`src/verilog/ext_ctrl_pkg.sv`:
```
// constants for the extended control register bank
// assumes a 32-bit apb slave at fixed system addresses and a 125 mhz pclk
package ext_ctrl_pkg;

  // register byte addresses
  localparam logic [31:0] EXT_CTRL_ADDR = 32'h4002_3800;
  localparam logic [31:0] IRQ_STATUS_ADDR = 32'h4002_3804;
  localparam logic [31:0] IRQ_MASK_ADDR = 32'h4002_3808;
  localparam logic [31:0] LOCKUP_COUNT_ADDR = 32'h4002_380c;

  // value read from the control word right after reset while the lock-up flag is clear
  localparam logic [31:0] EXT_CTRL_RESET = 32'h0000_0a00;

  // field positions inside the control word
  localparam int LOCKUP_EN_BIT = 6;
  localparam int LOCKUP_FLAG_BIT = 7;
  localparam int VOLT_BOOST_BIT = 10;
  localparam int AMP_EN_BIT = 16;
  localparam int AMP_NSEL_BIT = 17;
  localparam int AMP_PSEL_BIT = 18;

  // bits carried by flip-flops; everything else is a fixed read value
  localparam logic [31:0] EXT_CTRL_FIELDS = 32'h0007_04c0;
  localparam logic [31:0] EXT_CTRL_FIXED = EXT_CTRL_RESET & ~EXT_CTRL_FIELDS;

  // field reset values
  localparam logic VOLT_BOOST_RST = 1'b0;
  localparam logic AMP_EN_RST = 1'b0;
  localparam logic AMP_NSEL_RST = 1'b0;
  localparam logic AMP_PSEL_RST = 1'b0;
  localparam logic LOCKUP_EN_RST = 1'b0;

  // interrupt status layout (mask register uses the same layout)
  localparam int IRQ_W = 2;
  localparam int IRQ_IGNORED_BIT = 0;
  localparam int IRQ_RESTART_BIT = 1;
  localparam logic [IRQ_W-1:0] IRQ_STATUS_RST = 2'h0;
  localparam logic [IRQ_W-1:0] IRQ_MASK_RST = 2'h0;

  // lock-up event counter
  localparam int LOCKUP_CNT_W = 8;
  localparam logic [LOCKUP_CNT_W-1:0] LOCKUP_CNT_RST = 8'h00;
  localparam logic [LOCKUP_CNT_W-1:0] LOCKUP_CNT_MAX = 8'hff;

  // system reset request pulse length
  localparam int CLK_PERIOD_NS = 8;
  localparam int RST_REQ_NS = 64;
  localparam int RST_REQ_CYCLES = (RST_REQ_NS + CLK_PERIOD_NS - 1) / CLK_PERIOD_NS;
  localparam int RST_CNT_W = 4;
  localparam logic [RST_CNT_W-1:0] RST_REQ_LOAD = RST_CNT_W'(RST_REQ_CYCLES);
  localparam logic [RST_CNT_W-1:0] RST_CNT_RST = 4'h0;

  // bus slave states
  typedef enum logic {
    ST_IDLE = 1'b0,
    ST_READY = 1'b1
  } bus_state_t;

endpackage : ext_ctrl_pkg

```
`src/verilog/extended_system_control.sv`:
```
// extended system control register bank with apb slave and interrupt logic
// assumes an apb master on pclk, presetn as system reset, por_n as power-on
// reset, and analog blocks that only take the control levels driven here
`timescale 1ns/100ps
`default_nettype none

module extended_system_control (
  input wire logic pclk, // bus clock, 125 mhz
  input wire logic presetn, // system reset, async, active low
  input wire logic por_n, // power-on reset, async, active low
  input wire logic [31:0] paddr, // apb byte address
  input wire logic psel, // apb select
  input wire logic penable, // apb access phase
  input wire logic pwrite, // apb direction, high for write
  input wire logic [31:0] pwdata, // apb write data
  input wire logic [3:0] pstrb, // apb write byte strobes
  output logic [31:0] prdata, // apb read data
  output logic pready, // apb ready
  output logic pslverr, // apb error for unmapped address
  input wire logic lockup_in, // core lock-up level
  output logic sys_reset_req, // request for a system reset
  output logic core_voltage_boost, // regulator boost select
  output logic amp_enable, // amplifier on
  output logic amp_neg_input_select, // amplifier negative channel
  output logic amp_pos_input_select, // amplifier positive channel
  output logic irq // level interrupt
);

  // all bus-side state of the bank
  typedef struct packed {
    ext_ctrl_pkg::bus_state_t state;
    logic [31:0] rdata;
    logic err;
    logic volt_boost;
    logic amp_en;
    logic amp_nsel;
    logic amp_psel;
    logic lockup_en;
    logic restart_seen;
    logic [ext_ctrl_pkg::IRQ_W-1:0] status;
    logic [ext_ctrl_pkg::IRQ_W-1:0] mask;
    logic [ext_ctrl_pkg::LOCKUP_CNT_W-1:0] lockup_cnt;
  } regs_t;

  regs_t r;
  regs_t r_nxt;

  // signals shared with the monitor
  logic flag;
  logic flag_clear;
  logic lockup_rise;
  logic ignored_evt;

  // bus phase decode
  logic setup_phase;
  logic access_done;
  logic wr_done;
  logic wr_ctrl;
  logic wr_status;
  logic wr_mask;

  // full 32-bit compare, so aliases of the word do not answer
  function automatic logic addr_hit(input logic [31:0] addr, input logic [31:0] base);
    addr_hit = (addr == base);
  endfunction : addr_hit

  // any mapped register
  function automatic logic addr_mapped(input logic [31:0] addr);
    addr_mapped = addr_hit(addr, ext_ctrl_pkg::EXT_CTRL_ADDR)
                | addr_hit(addr, ext_ctrl_pkg::IRQ_STATUS_ADDR)
                | addr_hit(addr, ext_ctrl_pkg::IRQ_MASK_ADDR)
                | addr_hit(addr, ext_ctrl_pkg::LOCKUP_COUNT_ADDR);
  endfunction : addr_mapped

  // byte-lane merge of write data over the old word
  function automatic logic [31:0] strb_merge(
    input logic [31:0] old,
    input logic [31:0] wdata,
    input logic [3:0] strb
  );
    logic [31:0] lane;
    lane = {{8{strb[3]}}, {8{strb[2]}}, {8{strb[1]}}, {8{strb[0]}}};
    strb_merge = (old & ~lane) | (wdata & lane);
  endfunction : strb_merge

  // control word as software sees it
  function automatic logic [31:0] ctrl_word(input regs_t s, input logic f);
    logic [31:0] w;
    w = ext_ctrl_pkg::EXT_CTRL_FIXED;
    w[ext_ctrl_pkg::LOCKUP_EN_BIT] = s.lockup_en;
    w[ext_ctrl_pkg::LOCKUP_FLAG_BIT] = f;
    w[ext_ctrl_pkg::VOLT_BOOST_BIT] = s.volt_boost;
    w[ext_ctrl_pkg::AMP_EN_BIT] = s.amp_en;
    w[ext_ctrl_pkg::AMP_NSEL_BIT] = s.amp_nsel;
    w[ext_ctrl_pkg::AMP_PSEL_BIT] = s.amp_psel;
    ctrl_word = w;
  endfunction : ctrl_word

  // read multiplexer, zero for unmapped addresses
  function automatic logic [31:0] read_mux(
    input logic [31:0] addr,
    input regs_t s,
    input logic f
  );
    logic [31:0] d;
    d = 32'h0000_0000;
    if (addr_hit(addr, ext_ctrl_pkg::EXT_CTRL_ADDR)) begin
      d = ctrl_word(s, f);
    end else if (addr_hit(addr, ext_ctrl_pkg::IRQ_STATUS_ADDR)) begin
      d[ext_ctrl_pkg::IRQ_W-1:0] = s.status;
    end else if (addr_hit(addr, ext_ctrl_pkg::IRQ_MASK_ADDR)) begin
      d[ext_ctrl_pkg::IRQ_W-1:0] = s.mask;
    end else if (addr_hit(addr, ext_ctrl_pkg::LOCKUP_COUNT_ADDR)) begin
      d[ext_ctrl_pkg::LOCKUP_CNT_W-1:0] = s.lockup_cnt;
    end
    read_mux = d;
  endfunction : read_mux

  // apb phases; the slave always answers in the first access cycle
  assign setup_phase = psel & ~penable;
  assign pready = psel & penable & (r.state == ext_ctrl_pkg::ST_READY);
  assign access_done = pready;
  assign wr_done = access_done & pwrite;

  // write decode, taken only at the completing edge
  assign wr_ctrl = wr_done & addr_hit(paddr, ext_ctrl_pkg::EXT_CTRL_ADDR);
  assign wr_status = wr_done & addr_hit(paddr, ext_ctrl_pkg::IRQ_STATUS_ADDR);
  assign wr_mask = wr_done & addr_hit(paddr, ext_ctrl_pkg::IRQ_MASK_ADDR);

  // one clears the flag, zero is ignored; lane 0 must be strobed
  assign flag_clear = wr_ctrl & pstrb[0] & pwdata[ext_ctrl_pkg::LOCKUP_FLAG_BIT];

  // read data comes straight from flops; the error flop is gated by pready
  assign prdata = r.rdata;
  assign pslverr = pready & r.err;

  // control outputs to regulator and amplifier
  assign core_voltage_boost = r.volt_boost;
  assign amp_enable = r.amp_en;
  assign amp_neg_input_select = r.amp_nsel;
  assign amp_pos_input_select = r.amp_psel;

  // interrupt is high while any unmasked status bit stands
  assign irq = |(r.status & r.mask);

  // flag and reset request live in the power-on domain
  lockup_monitor u_monitor (
    .pclk(pclk),
    .por_n(por_n),
    .lockup_in(lockup_in),
    .enable(r.lockup_en),
    .flag_clear(flag_clear),
    .flag(flag),
    .sys_reset_req(sys_reset_req),
    .lockup_rise(lockup_rise),
    .ignored_evt(ignored_evt)
  );

  // next-state logic for the whole bank
  always_comb begin
    logic [31:0] cw;
    logic [ext_ctrl_pkg::IRQ_W-1:0] evt;
    logic [ext_ctrl_pkg::IRQ_W-1:0] w1c;
    logic [31:0] mw;
    cw = 32'h0000_0000;
    evt = '0;
    w1c = '0;
    mw = 32'h0000_0000;
    r_nxt = r;

    // bus sequencing: read data captured in setup, held until next setup
    unique case (r.state)
      ext_ctrl_pkg::ST_IDLE: begin
        if (setup_phase) begin
          r_nxt.state = ext_ctrl_pkg::ST_READY;
          r_nxt.err = ~addr_mapped(paddr);
          r_nxt.rdata = pwrite ? 32'h0000_0000 : read_mux(paddr, r, flag);
        end
      end
      ext_ctrl_pkg::ST_READY: begin
        if (access_done) begin
          r_nxt.state = ext_ctrl_pkg::ST_IDLE;
        end else if (!psel) begin
          r_nxt.state = ext_ctrl_pkg::ST_IDLE;
        end
      end
    endcase

    // control word write, byte lanes honoured
    if (wr_ctrl) begin
      cw = strb_merge(ctrl_word(r, flag), pwdata, pstrb);
      r_nxt.lockup_en = cw[ext_ctrl_pkg::LOCKUP_EN_BIT];
      r_nxt.volt_boost = cw[ext_ctrl_pkg::VOLT_BOOST_BIT];
      r_nxt.amp_en = cw[ext_ctrl_pkg::AMP_EN_BIT];
      r_nxt.amp_nsel = cw[ext_ctrl_pkg::AMP_NSEL_BIT];
      r_nxt.amp_psel = cw[ext_ctrl_pkg::AMP_PSEL_BIT];
    end

    // mask write
    if (wr_mask) begin
      mw = strb_merge({30'h0, r.mask}, pwdata, pstrb);
      r_nxt.mask = mw[ext_ctrl_pkg::IRQ_W-1:0];
    end

    // events: ignored lock-up, and first cycle after a lock-up restart
    evt[ext_ctrl_pkg::IRQ_IGNORED_BIT] = ignored_evt;
    evt[ext_ctrl_pkg::IRQ_RESTART_BIT] = flag & ~r.restart_seen;
    r_nxt.restart_seen = 1'b1;

    // status: write one clears, a fresh event wins over the clear
    if (wr_status && pstrb[0]) begin
      w1c = pwdata[ext_ctrl_pkg::IRQ_W-1:0];
    end
    r_nxt.status = (r.status & ~w1c) | evt;

    // lock-up counter saturates rather than wraps
    if (lockup_rise && (r.lockup_cnt != ext_ctrl_pkg::LOCKUP_CNT_MAX)) begin
      r_nxt.lockup_cnt = r.lockup_cnt + 8'h01;
    end
  end

  // single register stage; system reset only
  always_ff @(posedge pclk or negedge presetn) begin
    if (!presetn) begin
      r.state <= ext_ctrl_pkg::ST_IDLE;
      r.rdata <= 32'h0000_0000;
      r.err <= 1'b0;
      r.volt_boost <= ext_ctrl_pkg::VOLT_BOOST_RST;
      r.amp_en <= ext_ctrl_pkg::AMP_EN_RST;
      r.amp_nsel <= ext_ctrl_pkg::AMP_NSEL_RST;
      r.amp_psel <= ext_ctrl_pkg::AMP_PSEL_RST;
      r.lockup_en <= ext_ctrl_pkg::LOCKUP_EN_RST;
      r.restart_seen <= 1'b0;
      r.status <= ext_ctrl_pkg::IRQ_STATUS_RST;
      r.mask <= ext_ctrl_pkg::IRQ_MASK_RST;
      r.lockup_cnt <= ext_ctrl_pkg::LOCKUP_CNT_RST;
    end else begin
      r <= r_nxt;
    end
  end

endmodule : extended_system_control

`default_nettype wire

```
`src/verilog/lockup_monitor.sv`:
```
// lock-up monitor: edge detect, sticky lock-up flag, reset request stretcher
// assumes lockup_in is synchronous to pclk; por_n is the power-on reset only
`timescale 1ns/100ps
`default_nettype none

module lockup_monitor (
  input wire logic pclk, // bus clock
  input wire logic por_n, // power-on reset, async, active low
  input wire logic lockup_in, // core lock-up level
  input wire logic enable, // monitor enable from control word
  input wire logic flag_clear, // one-cycle clear request
  output logic flag, // sticky lock-up reset flag
  output logic sys_reset_req, // system reset request level
  output logic lockup_rise, // any new lock-up, one cycle
  output logic ignored_evt // lock-up while monitor off, one cycle
);

  typedef struct packed {
    logic lockup_d;
    logic flag;
    logic [ext_ctrl_pkg::RST_CNT_W-1:0] cnt;
  } mon_t;

  mon_t r;
  mon_t r_nxt;

  // only the rising edge counts, so a lock-up held through restart fires once
  assign lockup_rise = lockup_in & ~r.lockup_d;
  assign ignored_evt = lockup_rise & ~enable;
  assign flag = r.flag;
  assign sys_reset_req = (r.cnt != ext_ctrl_pkg::RST_CNT_RST);

  // next state: set beats clear in the same cycle
  always_comb begin
    r_nxt = r;
    r_nxt.lockup_d = lockup_in;
    if (flag_clear) begin
      r_nxt.flag = 1'b0;
    end
    if (lockup_rise && enable) begin
      r_nxt.flag = 1'b1;
      r_nxt.cnt = ext_ctrl_pkg::RST_REQ_LOAD;
    end else if (r.cnt != ext_ctrl_pkg::RST_CNT_RST) begin
      r_nxt.cnt = r.cnt - 4'h1;
    end
  end

  // por only: the flag must live through the system reset it asked for
  always_ff @(posedge pclk or negedge por_n) begin
    if (!por_n) begin
      r <= '0;
    end else begin
      r <= r_nxt;
    end
  end

endmodule : lockup_monitor

`default_nettype wire
```
`config.mk`:
```
export PLATFORM = sky130hd
export DESIGN_NAME = extended_system_control
export DESIGN_NICKNAME = d
export VERILOG_FILES = /design/src/verilog/ext_ctrl_pkg.sv /design/src/verilog/extended_system_control.sv /design/src/verilog/lockup_monitor.sv
export SDC_FILE = /design/constraint.sdc
export NUM_CORES = 1
export LEC_CHECK = 0
export ABC_AREA = 0
export BUFFER_PORTS_ARGS = -buffer_cell sky130_fd_sc_hd__buf_2
export CAP_MARGIN = 30
export CORE_MARGIN = 2
export CORE_UTILIZATION = 49
export DETAILED_ROUTE_END_ITERATION = 6
export PLACE_DENSITY = 0.85
export SYNTH_ARGS = -nofsm -noshare
export SYNTH_HDL_FRONTEND = slang
export SYNTH_SLANG_ARGS = --single-unit
```
`constraint.sdc`:
```
create_clock -name pclk -period 4.2 [get_ports pclk]
set_input_delay 0.21 -clock pclk [delete_from_list [all_inputs] [get_ports pclk]]
set_output_delay 0.21 -clock pclk [all_outputs]
set_load 0.05 [all_outputs]
```
Word level (Yosys, flattened, before mapping) --
Index checks and enable logic that the tools add are counted.
Operators by class: reductions and logical operators 8, add/subtract/negate cells 2, multiplexer cells 17, multipliers 0, bitwise gates (word level) 32, shift operators 0, divide/modulo/power cells 0, order comparisons 0, eq/ne operators 5
Operator list (number):
- $eq 32x31->1 const B | 4
- $and 19x19->19 | 2
- $mux 34 | 1
- $mux 32 | 1
- $not 19->19 | 1
- $or 19x19->19 | 1
- $mux 8 | 2
- $and 1x1->1 | 13
- $mux 6 | 2
- $mux 11 | 1
- $add 8x1->8 const B | 1
- $mux 4 | 2
- $ne 8x8->1 const B | 1
- $and 2x2->2 | 3
- $mux 2 | 3
- $not 1->1 | 6
- $mux 1 | 4
- $or 2x2->2 | 2
- $reduce_bool 2->1 | 2
- $reduce_bool 4->1 | 1
- $sub 4x1->4 const B | 1
- $logic_and 1x1->1 | 3
- $or 1x1->1 | 3
- $not 2->2 | 1
- 3 further kinds | 3
Storage, ports and cells: memories kept 0, input bits 75, bits in writable memories 0, register bits after elaboration 58, memory bits (read-only) 0, bits in latches 0

Depth between registers and ports, before layout --
depth after elaboration 9, gate-level depth with buffers 6, gate-level depth less buffers 6

Cells and area by module --
Synthesis repeated with hierarchy kept, for this count alone.
Second synthesis, totals: cells, all modules 192, area total of the unflattened synthesis 2208.4 sq um
By module, submodules not included:
- extended_system_control | seq. area each 825.8 sq um, times used 1, cells an instance 166, area an instance 1926.8 sq um
- lockup_monitor | seq. area each 150.1 sq um, times used 1, cells an instance 26, area an instance 281.5 sq um

Worst setup path after synthesis --
OpenSTA, ideal clock, no wires.
kind register to register, start register r[0] in the netlist's numbering, end register r[1] in the netlist's numbering, setup time 0.125 ns, data required time 4.075 ns, period minus slack after synthesis 1.690 ns, slack 2.510 ns, path buffers 0, data arrival time 1.565 ns, stages on the path, launching flop included 6, path through dfrtp_1 ha_1 and2_1 or3b_2 nand2_1 mux2_2
Between the ends: cells in the longest elaborated chain, start to end 2, elaborated cells on any way between the ends 3, classes of those cells add/sub (1); eq/ne (1); reduce/logical (1)
Ends and longest elaborated chain:
- start: declaration | RTL line extended_system_control.sv:45 | regs_t r;
- start signal: assignment | RTL line extended_system_control.sv:238 | r <= r_nxt;
- branches (longest 2 deep; another with $add 8x1->8)
Parallel ways; which one is timed is not known. A chain may end at the register's enable or synchronous reset.

Worst setup path in the final report --
start register r[51] in the netlist's numbering, end register r (netlist bit prdata[6])
Between the ends: cells in the longest elaborated chain, start to end 2
Ends and longest elaborated chain:
- $not 1->1 (no source line)
- $reduce_and 2->1 (no source line)
No other way between the ends.

==> metrics.md <==
| Metric | Value |
|---|---|
| CP Launch Type | flop |
| CP max FO | 19 |
| Num ports | about 120 |
| Clock Pin Slew Worst Setup and Hold Paths | 0.08 ns |
| Core area | 4380 sq um |
| Routed WL | between 4 and 5 mm |
| Register area share after synthesis | a little over two fifths |
| Initial antenna violation count | 0 |
| Root Driver | clkbuf_8 |
| Pwr Density | about 360 nW/um^2 |
| CTS tree | built |
| Global route overflow | 0 |
| Crit path DAT | 2.18 ns |
| DP Area | between 2000 and 2500 sq um |
| Critical Path, Cell by Cell | or3b_1 > nor2_1 > nor4b_4 > a221o_1 |
| RSZ-0062 raised after global routing | false |
| Worst-Margin Slew | 0.720 ns |
| Final setup viols | 0 |
| Hold wc startpoint | lockup_in |
| Post-synth EDFFs | 0 |
| Final hold violations | 0 |
| Via count | 1653 |
| Fin Setup TNS | 0 ns |
| Fin. max-slew vios | 0 |
| Die area | 5150 sq um |
| Yosys warning total | 0 |
| Pin count of the biggest net entering global routing | 34 |
| Port Buf Inserts | 71 |
| Wirelength per Cell | 13.9 microns |
| Post-synthesis register bit count | 39 |
| Ratio of cells with drive above 1 in the final layout | 40.1% |
| Max Root-Sink Buffers | 2 |
| Synth area leaders | dfrtp_1 (43%), buf_4 (11%), nor4_4 (4.7%), mux2_2 (4.5%), nor4b_4 (4.2%) |
| Reg2reg end | prdata[6] |
| Hold Crit Depth | 1 |
| Clock Latency Late Sink | 0.29 ns |
| Die width | 71.8 microns |
| Critical Path Slowest Stage Cell | or3b_1 |
| CP endpoint kind | flop |
| Global-route wire length before repair | 7.17 mm |
| First-pass DRT Iterations | 5 |
| Initial DRC Count | 140 |
| Final GP Congestion | 0.836 |
| Run status | completed |
| Most used DFF post-synth | dfrtp_1 |
| Worst r2r path cells | 4 |
| Gr usage total | 17.6% |
| Vias in the first global route | around 1600 |
| Skew final | 0.00581 ns |
| Post-synth ARST share | 100% |
| # H-tree levels | 2 |
| Residual DRC count | 0 |
| Peak supply drop | 0.126 mV |
| Synth area leader | dfrtp_1 |
| Top cell type's share of synthesized area | 43.4% |
| Crit path kind | reg2reg |
| Placement row count | 24 |
| Synthesized area | 2250 sq um |
| Most frequent cells in the layout | buf_2 (71), dfrtp_1 (39), conb_1 (19) |
| Synth-to-Final Area Change | 17.3% |
| Reg2reg setup slack | between 2 and 2.5 ns |
| N_diodes | 0 |
| Leak | 1.36 nW |
| Slowest stage delay, CP | 0.65 ns |
| Initial core utilization | around 51% |
| Die height | 71.8 microns |
| Commonest non-fill, non-tap cell in the layout | buf_2 |
| Fin crit period | ~1.9 ns |
| Antenna-violating nets left | 0 |
| Worst r2r src | r[51] |
| Final instance area | about 2600 sq um |
| Final nets | between 300 and 400 |
| Maxcap violations | 0 |
| Routed vias/inst | 5.35 |
| Synthesized area per cell | 11.6 sq um |
| Distinct cells, synth | 42 |
| Post-Synthesis Cells | a little under 200 |
| Dpl hpwl | 3.36 mm |
| Hold crit path type | in2reg |
| # clock sinks | 39 |
| Critical Path RT | approximately 4.4 ns |
| F_max | a little over 500 MHz |
| Final Cycle Share | between 40% and 50% |
| Hold Path End | u_monitor.r[5] |
| CTS Buf Count | 5 |
| Rel. slew slack | 52.0% |
[cell type report]
cell class                 instances  area [sq um]
clock inverter                     3          67.6
tap                               52          65.1
inverter                           4          15.0
clock buffer                       5          68.8
multi-input combinational        133          1070
sequential                        39           976
timing repair buffer              73           375
fill                             376          1740
[routing by layer]
| metal | vias up | GRT usage (%) | routed length [microns] |
|---|---|---|---|
| li1 | 770 | - | - |
| met1 | 805 | 21.8 | 1700 |
| met2 | 71 | 30.2 | 2210 |
| met4 | 0 | 3.98 | 51 |
| met3 | 7 | 5.63 | 332 |
| met5 | - | 0 | 0 |
[critical path: cells and delay by family, from the launching register on]
| family | cells | cell delay (ns) |
|---|---|---|
| flip-flops | 1 | 0.38 |
| AO/OA/AOI/OAI | 1 | 0.22 |
| AND/OR/NAND/NOR | 3 | 1.28 |
[worst max path at each step]
stage               start   endpoint  slack, ns  cells past startpoint
global placement    r[51]  prdata[7]       2.28                      4
global route        r[51]  prdata[7]       2.13                      4
CTS                 r[51]  prdata[6]       2.24                      4
detailed placement  r[51]  prdata[7]       2.26                      4
finish              r[51]  prdata[6]       2.26                      4
floorplan            r[0]       r[1]       2.51                      5
[cell families (layout without fill, tap and decap cells)]
family	after synthesis	in the layout	synth area share (%)
buffers and inverters	39	85	11.8
and+or+nand+nor	68	68	25.2
adders and majority gates	3	3	1.67
AOI/OAI and AO/OA	23	23	8.45
other	2	19	0.334
xor gates and xnor gates	8	8	3.11
muxes	12	12	6.00
DFF	39	39	43.4
[metrics by stage]
step / setup slack [ns] / total power [mW] / util, % / hold WS [ns] / cells
CTS: 2.24 / 0.967 / 60.2 / 0.0289 / 309
global placement: 2.28 / 0.585 / 56.6 / 0.0397 / 299
global route: 2.13 / 1.01 / 60.2 / 0.0246 / 309
floorplan: 2.51 / 0.550 / - / -0.0856 / 211
detailed placement: 2.26 / 0.594 / 56.6 / 0.0409 / 299
finish: 2.26 / 0.960 / 60.2 / 0.0357 / 309
[power breakdown]
group	switching [mW]	leakage (nW)	internal (mW)
clock	0.136	0.0644	0.237
sequential	0.0353	0.517	0.404
combinational	0.0898	0.784	0.0581
total	0.261	1.36	0.699
[Yosys cell counts, types with 3 or more instances]
cell	instances
dfrtp_1	39
buf_4	32
nor2_1	11
a22o_1	9
mux2_2	9
nand2_1	8
nor2b_1	6
nor3_1	5
nor4_4	5
inv_1	4
nand2b_1	4
nand3_1	4
nor4b_4	4
xnor2_1	4
xor2_1	4
and2_1	3
clkbuf_1	3
ha_1	3
mux2_1	3
[repair_timing]
item | 4_1_cts | 5_1_grt
hold buffers | 2 | 0
setup buffers | 0 | 0
resized for setup | 0 | 0
hold endpoints to repair | 39 | 0
No activity file was read; power rests on OpenSTA's default activity.
